==> config.mk <==
export PLATFORM = sky130hd
export DESIGN_NAME = cscp_parser
export DESIGN_NICKNAME = d
export VERILOG_FILES = /design/src/cscp_parser.v
export VERILOG_INCLUDE_DIRS = /design/src
export SDC_FILE = /design/constraint.sdc
export NUM_CORES = 1
export LEC_CHECK = 0
export ABC_AREA = 1
export ABC_CLOCK_PERIOD_IN_PS = 6800
export BUFFER_PORTS_ARGS = -buffer_cell sky130_fd_sc_hd__buf_2
export CAP_MARGIN = 20
export CORE_MARGIN = 2
export CORE_UTILIZATION = 25
export CTS_CLUSTER_SIZE = 25
export DETAILED_ROUTE_END_ITERATION = 12
export HOLD_SLACK_MARGIN = 0.06
export PLACE_DENSITY = 0.49
export SLEW_MARGIN = 40
export SYNTH_ARGS = -nofsm -noshare
export SYNTH_HDL_FRONTEND = slang
export SYNTH_SLANG_ARGS = --single-unit
==> constraint.sdc <==
create_clock -name pclk -period 6.8 [get_ports pclk]
set_input_delay 1.36 -clock pclk [delete_from_list [all_inputs] [get_ports pclk]]
set_output_delay 1.36 -clock pclk [all_outputs]
set_load 0.02 [all_outputs]
==> src/cscp_map.vh <==
`ifndef CSCP_MAP_VH
`define CSCP_MAP_VH
// Bytes of the serial protocol
`define CSCP_CR          8'h0d
`define CSCP_EOT         8'h04
`define CSCP_START       8'h3e
// Line limits
`define CSCP_MAX_DIGITS  7
`define CSCP_LINE_MAX    4'h8
// Serial framing and timing
`define CSCP_CLK_HZ      50000000
`define CSCP_BAUD        9600
`define CSCP_BAUD_DIV    (`CSCP_CLK_HZ / `CSCP_BAUD)
// Result codes
`define CSCP_RES_OK      3'h0
`define CSCP_RES_CMD     3'h1
`define CSCP_RES_OVR     3'h2
`define CSCP_RES_VAL     3'h3
`define CSCP_RES_MEM     3'h4
// Memory operations
`define CSCP_MOP_SAVE    2'h0
`define CSCP_MOP_LOAD    2'h1
`define CSCP_MOP_INIT    2'h2
`define CSCP_MOP_CORR    2'h3
// Settings vector layout (position)
`define CSCP_CFG_W       106
`define CSCP_F_MODE      0
`define CSCP_F_PERIOD    2
`define CSCP_F_GAIN_AO   22
`define CSCP_F_GAIN_AE   31
`define CSCP_F_GAIN_BO   40
`define CSCP_F_GAIN_BE   49
`define CSCP_F_OFF_AO    58
`define CSCP_F_OFF_AE    62
`define CSCP_F_OFF_BO    66
`define CSCP_F_OFF_BE    70
`define CSCP_F_VIDEO     74
`define CSCP_F_CORR      77
`define CSCP_F_TARGET    79
`define CSCP_F_DL_EN     87
`define CSCP_F_DL_MIN    88
`define CSCP_F_DL_MAX    96
`define CSCP_F_DIR       104
`define CSCP_F_TEST      105
// Factory defaults
`define CSCP_DEF_PERIOD  20'd4000
`define CSCP_DEF_OFFSET  4'h1
`define CSCP_DEF_CORR    2'h1
`define CSCP_DEF_TARGET  8'h80
`define CSCP_DEF_DL_MAX  8'hff
// Value limits
`define CSCP_PERIOD_MIN  24'd4000
`define CSCP_PERIOD_MAX  24'd1048575
`define CSCP_GAIN_MAX    24'd350
`define CSCP_OFF_MAX     24'd15
`define CSCP_DL_MIN_MAX  24'd128
`define CSCP_DL_MAX_MIN  24'd129
`define CSCP_BYTE_MAX    24'd255
// APB map
`define CSCP_A_CTRL      12'h000
`define CSCP_A_STATUS    12'h004
`define CSCP_A_CFG0      12'h010
`define CSCP_A_CFG1      12'h014
`define CSCP_A_CFG2      12'h018
`define CSCP_A_CFG3      12'h01c
`define CSCP_CTRL_RST    32'h00000001
`endif

==> src/cscp_parser.v <==
// Functional notes
// - Each command ends in CR 0x0d; letter alone or letter plus value.
// - Command byte is one letter; a digit there is invalid.
// - Value is up to seven ASCII decimal digits, accumulated to binary.
// - Reply: start char, result, CR, start char, echo, CR; success says OK.
// - Every reply ends in one EOT byte 0x04 after the last CR.
// - Load reply has three lines: OK, memory readout, echoed command.
// - Unknown letter answers CMD ERR!; memory failure answers MEM ERR!.
// - Line too long before CR is rejected with CMD OVR ERR!.
// - Out of range value keeps the setting and answers VAL ERR!.
// - Command t picks exposure mode 0 to 3.
// - Command i sets scan period, 4000 to 1048575 cycles.
// - Gains g G b B take 0 to 350, meaning one to six times.
// - Offsets o O p P take 0 to 15.
// - Command C picks correction off, factory white or user data.
// - Command M sets correction target level 0 to 255.
// - W and K capture user white and black data; L saves it.
// - c enables level adjust; s min 0 to 128; S max 129 to 255.
// - T selects image data or test pattern.
// - w saves settings, I loads and applies them, z restores defaults.
// - CC1 is the trigger, used only in trigger modes; CC2 to CC4 unused.
// - Commands come in on the command pair, replies leave on the reply pair.
// - Command v accepts only 0, 1 and 6.
// - Command R takes 0 forward or 1 reverse.
// - Tap one pixels 1 to 3700, tap two 3701 to 7400 descending.
//
// Our own choices: the register offsets and the APB register port.
`include "cscp_map.vh"
`timescale 1ns/100ps
`default_nettype none
module cscp_parser #(
    parameter BAUD_DIV = `CSCP_BAUD_DIV
) (
    input  wire         pclk,
    input  wire         presetn,
    input  wire         psel,
    input  wire         penable,
    input  wire         pwrite,
    input  wire [11:0]  paddr,
    input  wire [31:0]  pwdata,
    output reg  [31:0]  prdata,
    output wire         pready,
    output reg          pslverr,
    input  wire         ser_cmd_in,
    output reg          ser_reply_out,
    input  wire         cc1_trig,
    output reg          trig_out,
    output reg          mem_req,
    output reg  [1:0]   mem_op,
    output wire [105:0] mem_wcfg,
    input  wire [105:0] mem_rcfg,
    input  wire         mem_done,
    input  wire         mem_err,
    output reg          cap_white,
    output reg          cap_black,
    output wire [1:0]   exp_mode,
    output wire [19:0]  scan_period,
    output wire [8:0]   gain_a_odd,
    output wire [8:0]   gain_a_even,
    output wire [8:0]   gain_b_odd,
    output wire [8:0]   gain_b_even,
    output wire [3:0]   offset_a_odd,
    output wire [3:0]   offset_a_even,
    output wire [3:0]   offset_b_odd,
    output wire [3:0]   offset_b_even,
    output wire [2:0]   video_fmt,
    output wire [1:0]   corr_sel,
    output wire [7:0]   corr_target,
    output wire         dl_enable,
    output wire [7:0]   dl_min,
    output wire [7:0]   dl_max,
    output wire         dir_reverse,
    output wire         test_pattern
);
    localparam [2:0] S_RX  = 3'b001;
    localparam [2:0] S_MEM = 3'b010;
    localparam [2:0] S_TX  = 3'b100;
    localparam [12:0] DIV  = BAUD_DIV[12:0];
    localparam [12:0] HALF = DIV >> 1;

    function [`CSCP_CFG_W-1:0] cfg_default;
        input dummy;
        begin
            cfg_default = {`CSCP_CFG_W{1'b0}};
            cfg_default[`CSCP_F_PERIOD +: 20] = `CSCP_DEF_PERIOD;
            cfg_default[`CSCP_F_OFF_AO +: 4]  = `CSCP_DEF_OFFSET;
            cfg_default[`CSCP_F_OFF_AE +: 4]  = `CSCP_DEF_OFFSET;
            cfg_default[`CSCP_F_OFF_BO +: 4]  = `CSCP_DEF_OFFSET;
            cfg_default[`CSCP_F_OFF_BE +: 4]  = `CSCP_DEF_OFFSET;
            cfg_default[`CSCP_F_CORR +: 2]    = `CSCP_DEF_CORR;
            cfg_default[`CSCP_F_TARGET +: 8]  = `CSCP_DEF_TARGET;
            cfg_default[`CSCP_F_DL_MAX +: 8]  = `CSCP_DEF_DL_MAX;
        end
    endfunction

    // 0 unknown, 1 needs a value, 2 valueless
    function [1:0] cmd_kind;
        input [7:0] c;
        begin
            case (c)
                "t", "i", "g", "G", "b", "B", "o", "O", "p", "P",
                "v", "C", "M", "c", "s", "S", "R", "T": cmd_kind = 2'h1;
                "W", "K", "L", "w", "I", "z": cmd_kind = 2'h2;
                default: cmd_kind = 2'h0;
            endcase
        end
    endfunction

    function val_ok;
        input [7:0]  c;
        input [23:0] v;
        begin
            case (c)
                "t": val_ok = (v <= 24'd3);
                "i": val_ok = (v >= `CSCP_PERIOD_MIN) && (v <= `CSCP_PERIOD_MAX);
                "g", "G", "b", "B": val_ok = (v <= `CSCP_GAIN_MAX);
                "o", "O", "p", "P": val_ok = (v <= `CSCP_OFF_MAX);
                "v": val_ok = (v == 24'd0) || (v == 24'd1) || (v == 24'd6);
                "C": val_ok = (v <= 24'd2);
                "M": val_ok = (v <= `CSCP_BYTE_MAX);
                "s": val_ok = (v <= `CSCP_DL_MIN_MAX);
                "S": val_ok = (v >= `CSCP_DL_MAX_MIN) && (v <= `CSCP_BYTE_MAX);
                "c", "R", "T": val_ok = (v <= 24'd1);
                default: val_ok = 1'b0;
            endcase
        end
    endfunction

    function [`CSCP_CFG_W-1:0] cfg_apply;
        input [`CSCP_CFG_W-1:0] f;
        input [7:0]  c;
        input [23:0] v;
        begin
            cfg_apply = f;
            case (c)
                "t": cfg_apply[`CSCP_F_MODE +: 2]     = v[1:0];
                "i": cfg_apply[`CSCP_F_PERIOD +: 20]  = v[19:0];
                "g": cfg_apply[`CSCP_F_GAIN_AO +: 9]  = v[8:0];
                "G": cfg_apply[`CSCP_F_GAIN_AE +: 9]  = v[8:0];
                "b": cfg_apply[`CSCP_F_GAIN_BO +: 9]  = v[8:0];
                "B": cfg_apply[`CSCP_F_GAIN_BE +: 9]  = v[8:0];
                "o": cfg_apply[`CSCP_F_OFF_AO +: 4]   = v[3:0];
                "O": cfg_apply[`CSCP_F_OFF_AE +: 4]   = v[3:0];
                "p": cfg_apply[`CSCP_F_OFF_BO +: 4]   = v[3:0];
                "P": cfg_apply[`CSCP_F_OFF_BE +: 4]   = v[3:0];
                "v": cfg_apply[`CSCP_F_VIDEO +: 3]    = v[2:0];
                "C": cfg_apply[`CSCP_F_CORR +: 2]     = v[1:0];
                "M": cfg_apply[`CSCP_F_TARGET +: 8]   = v[7:0];
                "c": cfg_apply[`CSCP_F_DL_EN]         = v[0];
                "s": cfg_apply[`CSCP_F_DL_MIN +: 8]   = v[7:0];
                "S": cfg_apply[`CSCP_F_DL_MAX +: 8]   = v[7:0];
                "R": cfg_apply[`CSCP_F_DIR]           = v[0];
                "T": cfg_apply[`CSCP_F_TEST]          = v[0];
                default: cfg_apply = f;
            endcase
        end
    endfunction

    reg [`CSCP_CFG_W-1:0] cfg_r;
    reg [2:0]  state_r;
    reg [7:0]  line_r [0:7];
    reg [3:0]  len_r;
    reg        ovr_r;
    reg        bad_r;
    reg [23:0] val_r;
    reg [2:0]  res_r;
    reg        load_ok_r;
    reg [31:0] ctrl_r;
    // Receiver
    reg        rx_busy_r;
    reg [12:0] rx_cnt_r;
    reg [3:0]  rx_bit_r;
    reg [7:0]  rx_sh_r;
    reg        rx_vld_r;
    // Transmitter and reply sequencer
    reg        tx_busy_r;
    reg [12:0] tx_cnt_r;
    reg [3:0]  tx_bit_r;
    reg [9:0]  tx_sh_r;
    reg [1:0]  seg_r;
    reg [4:0]  idx_r;
    reg [7:0]  tx_byte;
    reg        seg_last;
    reg [95:0] txt;
    reg [3:0]  txt_len;
    reg [3:0]  nib;
    integer    k;

    wire [7:0] cmd_byte = line_r[0];
    wire [7:0] rx_digit = rx_sh_r - "0";
    wire       rx_is_dig = (rx_sh_r >= "0") && (rx_sh_r <= "9");
    wire [107:0] cfg_hex = {2'b00, cfg_r};

    assign exp_mode      = cfg_r[`CSCP_F_MODE +: 2];
    assign scan_period   = cfg_r[`CSCP_F_PERIOD +: 20];
    assign gain_a_odd    = cfg_r[`CSCP_F_GAIN_AO +: 9];
    assign gain_a_even   = cfg_r[`CSCP_F_GAIN_AE +: 9];
    assign gain_b_odd    = cfg_r[`CSCP_F_GAIN_BO +: 9];
    assign gain_b_even   = cfg_r[`CSCP_F_GAIN_BE +: 9];
    assign offset_a_odd  = cfg_r[`CSCP_F_OFF_AO +: 4];
    assign offset_a_even = cfg_r[`CSCP_F_OFF_AE +: 4];
    assign offset_b_odd  = cfg_r[`CSCP_F_OFF_BO +: 4];
    assign offset_b_even = cfg_r[`CSCP_F_OFF_BE +: 4];
    assign video_fmt     = cfg_r[`CSCP_F_VIDEO +: 3];
    assign corr_sel      = cfg_r[`CSCP_F_CORR +: 2];
    assign corr_target   = cfg_r[`CSCP_F_TARGET +: 8];
    assign dl_enable     = cfg_r[`CSCP_F_DL_EN];
    assign dl_min        = cfg_r[`CSCP_F_DL_MIN +: 8];
    assign dl_max        = cfg_r[`CSCP_F_DL_MAX +: 8];
    assign dir_reverse   = cfg_r[`CSCP_F_DIR];
    assign test_pattern  = cfg_r[`CSCP_F_TEST];
    assign mem_wcfg      = cfg_r;
    assign pready        = 1'b1;

    // Byte receiver, mid-bit sampling, 8N1
    always @(posedge pclk or negedge presetn) begin
        if (!presetn) begin
            rx_busy_r <= 1'b0;
            rx_cnt_r  <= 13'h0000;
            rx_bit_r  <= 4'h0;
            rx_sh_r   <= 8'h00;
            rx_vld_r  <= 1'b0;
        end else begin
            rx_vld_r <= 1'b0;
            if (!rx_busy_r) begin
                if (!ser_cmd_in) begin
                    rx_busy_r <= 1'b1;
                    rx_cnt_r  <= HALF;
                    rx_bit_r  <= 4'h0;
                end
            end else if (rx_cnt_r != 13'h0000) begin
                rx_cnt_r <= rx_cnt_r - 13'h0001;
            end else begin
                rx_cnt_r <= DIV - 13'h0001;
                if (rx_bit_r == 4'h0) begin
                    rx_busy_r <= ~ser_cmd_in;
                    rx_bit_r  <= 4'h1;
                end else if (rx_bit_r <= 4'h8) begin
                    rx_sh_r  <= {ser_cmd_in, rx_sh_r[7:1]};
                    rx_bit_r <= rx_bit_r + 4'h1;
                end else begin
                    rx_busy_r <= 1'b0;
                    rx_vld_r  <= ser_cmd_in; // Framing errors are dropped
                end
            end
        end
    end

    // Reply byte for the current segment and index
    always @* begin
        k = 0;
        nib = 4'h0;
        case (res_r)
            `CSCP_RES_OK:  begin txt = {80'h0, "OK"};        txt_len = 4'd2;  end
            `CSCP_RES_CMD: begin txt = {32'h0, "CMD ERR!"};  txt_len = 4'd8;  end
            `CSCP_RES_OVR: begin txt = "CMD OVR ERR!";       txt_len = 4'd12; end
            `CSCP_RES_VAL: begin txt = {32'h0, "VAL ERR!"};  txt_len = 4'd8;  end
            default:       begin txt = {32'h0, "MEM ERR!"};  txt_len = 4'd8;  end
        endcase
        tx_byte  = `CSCP_CR;
        seg_last = 1'b0;
        case (seg_r)
            2'h0: begin
                seg_last = (idx_r == {1'b0, txt_len} + 5'd1);
                if (idx_r == 5'd0)
                    tx_byte = `CSCP_START;
                else if (!seg_last) begin
                    k = txt_len - idx_r;
                    tx_byte = txt[8*k +: 8];
                end
            end
            2'h1: begin
                seg_last = (idx_r == 5'd28);
                if (idx_r == 5'd0)
                    tx_byte = `CSCP_START;
                else if (!seg_last) begin
                    k = 27 - idx_r;
                    nib = cfg_hex[4*k +: 4];
                    tx_byte = (nib < 4'ha) ? ("0" + nib) : ("a" + nib - 4'ha);
                end
            end
            2'h2: begin
                seg_last = (idx_r == {1'b0, len_r} + 5'd1);
                if (idx_r == 5'd0)
                    tx_byte = `CSCP_START;
                else if (!seg_last)
                    tx_byte = line_r[idx_r[2:0] - 3'h1];
            end
            default: begin
                seg_last = 1'b1;
                tx_byte  = `CSCP_EOT;
            end
        endcase
    end

    // Line parser, executor and reply transmitter
    always @(posedge pclk or negedge presetn) begin
        if (!presetn) begin
            state_r   <= S_RX;
            cfg_r     <= cfg_default(1'b0);
            len_r     <= 4'h0;
            ovr_r     <= 1'b0;
            bad_r     <= 1'b0;
            val_r     <= 24'h000000;
            res_r     <= `CSCP_RES_OK;
            load_ok_r <= 1'b0;
            mem_req   <= 1'b0;
            mem_op    <= `CSCP_MOP_SAVE;
            cap_white <= 1'b0;
            cap_black <= 1'b0;
            tx_busy_r <= 1'b0;
            tx_cnt_r  <= 13'h0000;
            tx_bit_r  <= 4'h0;
            tx_sh_r   <= 10'h3ff;
            ser_reply_out <= 1'b1;
            seg_r     <= 2'h0;
            idx_r     <= 5'd0;
        end else begin
            cap_white <= 1'b0;
            cap_black <= 1'b0;
            case (state_r)
                S_RX: begin
                    // Bytes during a reply are ignored; host must wait for EOT
                    if (rx_vld_r && ctrl_r[0]) begin
                        if (rx_sh_r == `CSCP_CR) begin
                            load_ok_r <= 1'b0;
                            seg_r     <= 2'h0;
                            idx_r     <= 5'd0;
                            state_r   <= S_TX;
                            if (ovr_r)
                                res_r <= `CSCP_RES_OVR;
                            else if (len_r == 4'h0 || bad_r || cmd_kind(cmd_byte) == 2'h0)
                                res_r <= `CSCP_RES_CMD;
                            else if (cmd_kind(cmd_byte) == 2'h1) begin
                                if (len_r > 4'h1 && val_ok(cmd_byte, val_r)) begin
                                    res_r <= `CSCP_RES_OK;
                                    cfg_r <= cfg_apply(cfg_r, cmd_byte, val_r);
                                end else
                                    res_r <= `CSCP_RES_VAL;
                            end else if (len_r > 4'h1)
                                res_r <= `CSCP_RES_VAL;
                            else begin
                                res_r <= `CSCP_RES_OK;
                                case (cmd_byte)
                                    "W": cap_white <= 1'b1;
                                    "K": cap_black <= 1'b1;
                                    default: begin
                                        state_r <= S_MEM;
                                        mem_req <= 1'b1;
                                        if (cmd_byte == "z")
                                            cfg_r <= cfg_default(1'b0);
                                        mem_op <= (cmd_byte == "w") ? `CSCP_MOP_SAVE :
                                                  (cmd_byte == "I") ? `CSCP_MOP_LOAD :
                                                  (cmd_byte == "z") ? `CSCP_MOP_INIT :
                                                  `CSCP_MOP_CORR;
                                    end
                                endcase
                            end
                        end else if (len_r == `CSCP_LINE_MAX) begin
                            ovr_r <= 1'b1;
                        end else begin
                            line_r[len_r[2:0]] <= rx_sh_r;
                            len_r <= len_r + 4'h1;
                            if (len_r == 4'h0)
                                bad_r <= rx_is_dig;
                            else if (!rx_is_dig)
                                bad_r <= 1'b1;
                            val_r <= (len_r == 4'h0) ? 24'h000000 :
                                     val_r * 24'd10 + {16'h0000, rx_digit};
                        end
                    end
                end
                S_MEM: begin
                    if (mem_done) begin
                        mem_req <= 1'b0;
                        state_r <= S_TX;
                        if (mem_err)
                            res_r <= `CSCP_RES_MEM;
                        else if (mem_op == `CSCP_MOP_LOAD) begin
                            cfg_r     <= mem_rcfg;
                            load_ok_r <= 1'b1;
                        end
                    end
                end
                S_TX: begin
                    if (tx_busy_r) begin
                        if (tx_cnt_r != 13'h0000)
                            tx_cnt_r <= tx_cnt_r - 13'h0001;
                        else begin
                            tx_cnt_r      <= DIV - 13'h0001;
                            ser_reply_out <= tx_sh_r[0];
                            tx_sh_r       <= {1'b1, tx_sh_r[9:1]};
                            tx_bit_r      <= tx_bit_r + 4'h1;
                            if (tx_bit_r == 4'ha) begin
                                tx_busy_r <= 1'b0;
                                // Wrapped to segment 0 only once EOT has gone out
                                if (seg_r == 2'h0 && idx_r == 5'd0) begin
                                    state_r <= S_RX;
                                    len_r   <= 4'h0;
                                    ovr_r   <= 1'b0;
                                    bad_r   <= 1'b0;
                                end
                            end
                        end
                    end else begin
                        tx_busy_r <= 1'b1;
                        tx_cnt_r  <= 13'h0000;
                        tx_bit_r  <= 4'h0;
                        tx_sh_r   <= {1'b1, tx_byte, 1'b0};
                        if (!seg_last)
                            idx_r <= idx_r + 5'd1;
                        else begin
                            idx_r <= 5'd0;
                            seg_r <= (seg_r == 2'h0 && !load_ok_r) ? 2'h2 : seg_r + 2'h1;
                        end
                    end
                end
                default: state_r <= S_RX;
            endcase
        end
    end

    // Trigger passes only in the external trigger modes
    always @(posedge pclk or negedge presetn) begin
        if (!presetn)
            trig_out <= 1'b0;
        else
            trig_out <= cc1_trig & (exp_mode != 2'h0);
    end

    // APB slave, zero wait states
    always @(posedge pclk or negedge presetn) begin
        if (!presetn) begin
            ctrl_r  <= `CSCP_CTRL_RST;
            prdata  <= 32'h00000000;
            pslverr <= 1'b0;
        end else begin
            if (psel && !penable) begin
                pslverr <= 1'b0;
                case (paddr)
                    `CSCP_A_CTRL:   prdata <= ctrl_r;
                    `CSCP_A_STATUS: prdata <= {28'h0000000, state_r != S_RX, res_r};
                    `CSCP_A_CFG0:   prdata <= cfg_r[31:0];
                    `CSCP_A_CFG1:   prdata <= cfg_r[63:32];
                    `CSCP_A_CFG2:   prdata <= cfg_r[95:64];
                    `CSCP_A_CFG3:   prdata <= {22'h0, cfg_r[105:96]};
                    default: begin
                        prdata  <= 32'h00000000;
                        pslverr <= 1'b1;
                    end
                endcase
            end
            if (psel && penable && pwrite && paddr == `CSCP_A_CTRL)
                ctrl_r <= {31'h0, pwdata[0]};
        end
    end
endmodule // cscp_parser
`default_nettype wire

# Yosys cells after proc, flatten, opt, wreduce, memory -nomap -nowiden
# Memories as Yosys holds them, arrays and structs flattened.
# Index checks and enable logic that the tools add are counted.
dict set report classes {
  addsub 17
  multipliers 1
  magnitude_cmp 15
  n_eq_ne 95
  n_shift 2
  mux 183
  bitwise_logic 12
  n_reduce_logical 71
}
# op n
set op_table {}
lappend op_table {{two-way mux 106 bit} 12}
lappend op_table {{one-hot mux 95 bit (4 select lines)} 1}
lappend op_table {{AND reduction 13 bit} 18}
lappend op_table {{one-hot mux 106 bit (2 select lines)} 1}
lappend op_table {{== test 8 x 7 -> 1 bit, second input constant} 24}
lappend op_table {{one-hot mux 32 bit (6 select lines)} 1}
lappend op_table {{variable part select 108 x 8 -> 4 bit} 1}
lappend op_table {{variable part select 96 x 9 -> 8 bit} 1}
lappend op_table {{two-way mux 8 bit} 10}
lappend op_table {{two-way mux 4 bit} 18}
lappend op_table {{two-way mux 1 bit} 69}
lappend op_table {{two-way mux 13 bit} 5}
lappend op_table {{two-way mux 3 bit} 20}
lappend op_table {{!= test 3 x 2 -> 1 bit, second input constant} 18}
lappend op_table {{== test 12 x 5 -> 1 bit, second input constant} 4}
lappend op_table {{<= comparator 24 x 2 -> 1 bit, second input constant} 2}
lappend op_table {{<= comparator 24 x 8 -> 1 bit, second input constant} 2}
lappend op_table {{!= test 2 bit, second input constant} 22}
lappend op_table {{two-way mux 2 bit} 20}
lappend op_table {{two-way mux 9 bit} 4}
lappend op_table {{nonzero test 13 bit} 2}
lappend op_table {{subtractor 13 x 1 -> 13 bit, second input constant} 2}
lappend op_table {{adder 24 x 8 -> 24 bit} 1}
lappend op_table {{== test 24 x 1 -> 1 bit, second input constant} 1}
lappend op_table {{75 further kinds} 137}
dict set report totals {
  register_bits 246
  ram_bits 64
  word_cells 442
  memories 1
}
# memory words width read_ports rd_clocked_by_memory_dff write_ports line
set memory_table {}
lappend memory_table {line_r 8 8 2 0 1 cscp_parser.v:161} ;# reg [7:0] line_r [0:7];

# Depth between registers and ports, before layout
# An unclocked memory read counts as a cell.
dict set report depth {
  ltp_word 30
  depth_mapped 21
  ltp_nobuf 21
}

# Least setup slack after synthesis
# No wires, ideal clock.
dict set report synth_path {
  path_kind {register to register}
  from {reg idx_r[0] (netlist name)}
  to {mem line_r[2][0] (enable)}
  setup_time_ns 0.383
  arrival_time_ns 3.143
  required_time_ns 6.417
  path_slack_ns 3.274
  stages_incl_launch_ff 15
  synth_period_minus_slack_ns 3.526
  path_cell_list {dfrtp_1 buf_2 clkinv_1 buf_2 clkbuf_1 buf_2 ha_1 nand3_2 nor2_1 o21ai_1 nor3_2 nand2_1 nor2_4 nand3_1 nor3_1}
}
# element line
set synth_lines {}
lappend synth_lines {{to (decl)} cscp_parser.v:161}

# Worst setup path after layout
dict set report layout_path {
  from {reg idx_r[0]}
  to {reg tx_sh_r[2]}
}
dict set report layout_via {
  elab_chain_cells 9
}
# element line
set layout_lines {}
lappend layout_lines {{from (decl)} cscp_parser.v:181} ;# reg [4:0] idx_r;
lappend layout_lines {{from (signal assigned)} cscp_parser.v:411} ;# idx_r <= idx_r + 5'd1;
lappend layout_lines {{subtractor 5 x 5 -> 6 bit} cscp_parser.v:277} ;# k = 27 - idx_r;
lappend layout_lines {{variable part select 108 x 8 -> 4 bit} cscp_parser.v:278} ;# nib = cfg_hex[4*k +: 4];
lappend layout_lines {{adder 7 x 4 -> 8 bit} cscp_parser.v:279} ;# tx_byte = (nib < 4'ha) ? ("0" + nib) : ("a" + nib - 4'ha);
lappend layout_lines {{subtractor 8 x 4 -> 8 bit} cscp_parser.v:279}
lappend layout_lines {{two-way mux 8 bit} cscp_parser.v:279}
lappend layout_lines {{two-way mux 8 bit} cscp_parser.v:276} ;# else if (!seg_last) begin
lappend layout_lines {{two-way mux 8 bit} cscp_parser.v:274} ;# if (idx_r == 5'd0)
lappend layout_lines {{one-hot mux 8 bit (3 select lines) (*)} cscp_parser.v:262} ;# case (seg_r)
lappend layout_lines {{two-way mux 10 bit (*)} cscp_parser.v:386} ;# if (tx_busy_r) begin
lappend layout_lines {{to (signal assigned)} cscp_parser.v:392} ;# tx_sh_r <= {1'b1, tx_sh_r[9:1]};
lappend layout_lines {{to (signal assigned)} cscp_parser.v:409} ;# tx_sh_r <= {1'b1, tx_byte, 1'b0};
lappend layout_lines {{to (decl)} cscp_parser.v:179} ;# reg [9:0] tx_sh_r;
# Every way passes the cells marked *; elsewhere a longest branch is shown, timed or not.
# A chain may end at the register's enable or synchronous reset.

==> run_results.csv <==
group,metric,value,unit
status,outcome,"finished clean",
cts,cts.path.max_buffers,3,
timing,rsz0062_at_grt,"false",
placement,gp_congestion,0.9295,
timing,setup_slack,2.765,ns
finish,drive_above_1_share,17.62,%
timing,final.period_utilization,59.34,%
placement,portBuffers,379,
setup_path,crit_path_start,"idx_r[0]",
power,power.density,170.5,mW/mm^2
floorplanning,start_util,25.25,%
detailed_routing,dr.pass1.iters,8,
power,ir_worst_vdd,0.0001397,V
global_route,antenna_found_initial,4,
setup_path,critPathKind,"register to register",
power,leakage,12.89,nW
yosys,async_reset_ff_share,79.29,%
finish,syn2layout_area_growth,16.72,%
yosys,ys.flop_type,"dfrtp_1",
finish,num-nets-final,3468,
cts,htreeDepth,2,
floorplanning,rows,107,
detailed_routing,vias,21410,
timing,timing.slew.headroom,37.07,%
yosys,synth_edf_count,64,
floorplanning,fp.dieH,297.2,um
yosys,ys_ff_latch,309,
setup_path,cp_max_fo,61,
timing,maxSlewViolCount,0,
finish,fin_util,29.47,%
detailed_routing,finalWirelength,90230,um
cts,tritoncts,"yes",
detailed_routing,drt_iter0_markers,1829,
global_route,grt_max_degree,81,
detailed_routing,drc,0,
yosys,yosysSeqAreaShare,37.65,%
timing,finalCriticalPeriod,4.035,ns
floorplanning,io-pin-count,412,
floorplanning,die_w,297.2,um
power,swShare,23.11,%
timing,hold_viol_final,0,
cts,numCtsBuffers,38,
detailed_routing,wl_per_cell,20.47,um
setup_path,cp_slowest_cell,"dfrtp_4",
detailed_routing,antenna_left,0,
job,cap_violations,0,
power,p_switching,988.5,uW
power,comb_power_share,3.7,%
finish,instances_no_fill,4408,
timing,fin_tns_setup,0,ns
global_route,gr-total-overflow,0,
hold_path,min_path_type,"register to register",
detailed_routing,via_per_inst,4.857,
global_route,grt_pass1_wl,134800,um
yosys,synthTopCellsByArea,"dfrtp_1 (25%), nand2_1 (17%), edfxtp_1 (8.9%)",
finish,final_area,0.02509,mm^2
setup_path,start_kind,"register",
yosys,ys_top_cells_by_count,"nand2_1 (995), inv_1 (285), dfrtp_1 (213)",
timing,finalClockSkew,0.03689,ns
global_route,track_usage,19.85,%
placement,dp_slack,2.649,ns
timing,hold_ws,0.4721,ns
cts,cts_hold_buf,0,
hold_path,min-delay-start,"tx_sh_r[3]",
timing,worst_pin_slew,0.9413,ns
power,power,4.278,mW
yosys,yosys.area.top_type_share,24.80,%
setup_path,cpPeakStageDelay,0.84,ns
global_route,grt_pass1_vias,20650,
cts,cts.clk_slew.worst_paths,0.06,ns
placement,post-dp-hpwl,68250,um
setup_path,path_cells,"inv_2 -> ha_1 -> clkinv_1 -> nand3_1 -> a21oi_1 -> a31oi_1 -> nand2_1 -> nand2_1 -> o21ai_0 -> nand2_1 -> nor2_1 -> nand2_1 -> nand2_1 -> a21oi_1",
yosys,syn-num-nets,3241,
cts,cts_setup_buffers,0,
setup_path,cp.required,7.29,ns
setup_path,cp_top_family,"buffers and inverters",
cts,cts_resized,0,
yosys,synth_most_common_cell,"nand2_1",
setup_path,crit_path_end_kind,"register",
yosys,avgSynthCellArea,7.149,um^2
yosys,syn_inst,3007,
yosys,netlist_area,0.02150,mm^2
placement,placed_area,0.02376,mm^2
power,internal_power,3.289,mW
timing,fmax,247.8,MHz
setup_path,r2r_start,"idx_r[0]",
setup_path,crit_top_cell,"nand2_1",
setup_path,cp.arrival,4.53,ns
setup_path,crit_buf_inv,2,
power,seqPwrFrac,44.8,%
yosys,synth.distinct_cells,60,
cts,insertion_delay,0.58,ns
cts,clock-sinks,309,
cts,clockRootBuffer,"clkbuf_16",
floorplanning,dieArea,0.08834,mm^2
floorplanning,core-area,0.08515,mm^2
yosys,yosys.area.top_type,"dfrtp_1",
timing,setup_violations,0,
yosys,yosysWarnings,0,
power,power.share.clock,51.5,%
placement,dp_cells,4338,
==> path summary, 6_finish.rpt <==
kind / to / slack (ns) / cells past startpoint
worst max-delay path: tx_sh_r[2] / 2.76 / 14
min in group asynchronous: trig_out / 0.77 / 1
worst min register to register: tx_sh_r[3] / 0.47 / 2
max in group asynchronous: val_r[1] / 4.34 / 3
worst min-delay path: tx_sh_r[3] / 0.47 / 2
worst max register to register: tx_sh_r[2] / 2.76 / 14
==> placed cells by master, fill, tap and decap left out, types with 23 or more instances in the layout <==
cell | synthesis | routed
dfstp_2 | 32 | 32
nor3_1 | 39 | 36
nand3_1 | 209 | 206
nand4_1 | 147 | 147
buf_2 | 37 | 378
clkbuf_16 | 0 | 39
o21ai_0 | 153 | 153
nand2_1 | 995 | 995
buf_4 | 111 | 23
edfxtp_1 | 64 | 64
dfrtp_1 | 213 | 212
xor2_1 | 33 | 33
a21oi_1 | 110 | 110
nor2_1 | 200 | 200
inv_1 | 285 | 284
ha_1 | 72 | 72
o22ai_1 | 32 | 32
==> final cells by class <==
type	count	area, um^2
diodes	1	2.502
clock buffers	56	1120
clock inverters	13	201.4
fillers	9539	60060
inverters	310	1175
multi-input cells	2169	10940
flip-flops and latches	309	8097
well taps	1144	1431
repair buffers	406	2125
==> power by group through the flow <==
stage | clock network (mW) | logic [mW] | registers, mW
detailed placement | 0 | 0.160 | 1.95
finish | 2.20 | 0.158 | 1.92
CTS | 2.24 | 0.160 | 1.92
global placement | 0 | 0.159 | 1.95
global route | 2.31 | 0.180 | 1.92
floorplan | 0 | 0.0596 | 1.95
==> cells by family (layout without fill, tap and decap cells) <==
kind of cell / after synthesis / after routing / share of synthesized area [%]
simple gates: 1645 / 1645 / 33.27
buf+inv: 529 / 785 / 11.72
compound gates: 400 / 400 / 10.88
flops: 309 / 309 / 37.65
fa+ha+maj: 75 / 75 / 4.470
xor+xnor: 45 / 45 / 1.834
mux: 3 / 3 / 0.1571
other cells: 1 / 2 / 0.01745
==> worst reg2reg max path, stage by stage (launching register included) <==
cell and delay [ns]:
dfrtp_4 0.84, inv_2 0.09, ha_1 0.79, clkinv_1 0.79, nand3_1 0.34, a21oi_1 0.10, a31oi_1 0.32, nand2_1 0.11
nand2_1 0.07, o21ai_0 0.13, nand2_1 0.10, nor2_1 0.04, nand2_1 0.06, nand2_1 0.06, a21oi_1 0.13
==> layer usage <==
layer | vias up | part of all wire, % | global-route usage [%]
li1 | 10340 | - | -
met1 | 10210 | 45 | 27.51
met2 | 729 | 45 | 31.64
met3 | 133 | 6.7 | 3.367
met4 | 0 | 3.0 | 5.748
met5 | - | 0 | 0
==> flip-flops by register name (all words and copies together) (netlist names), 4 cells and up <==
register	flops
idx_r	5
len_r	4
line_r	64
mem_wcfg	106
prdata	32
rx_bit_r	4
rx_cnt_r	13
rx_sh_r	8
tx_bit_r	4
tx_cnt_r	13
tx_sh_r	9
val_r	24
(Power assumes the default switching activity.)
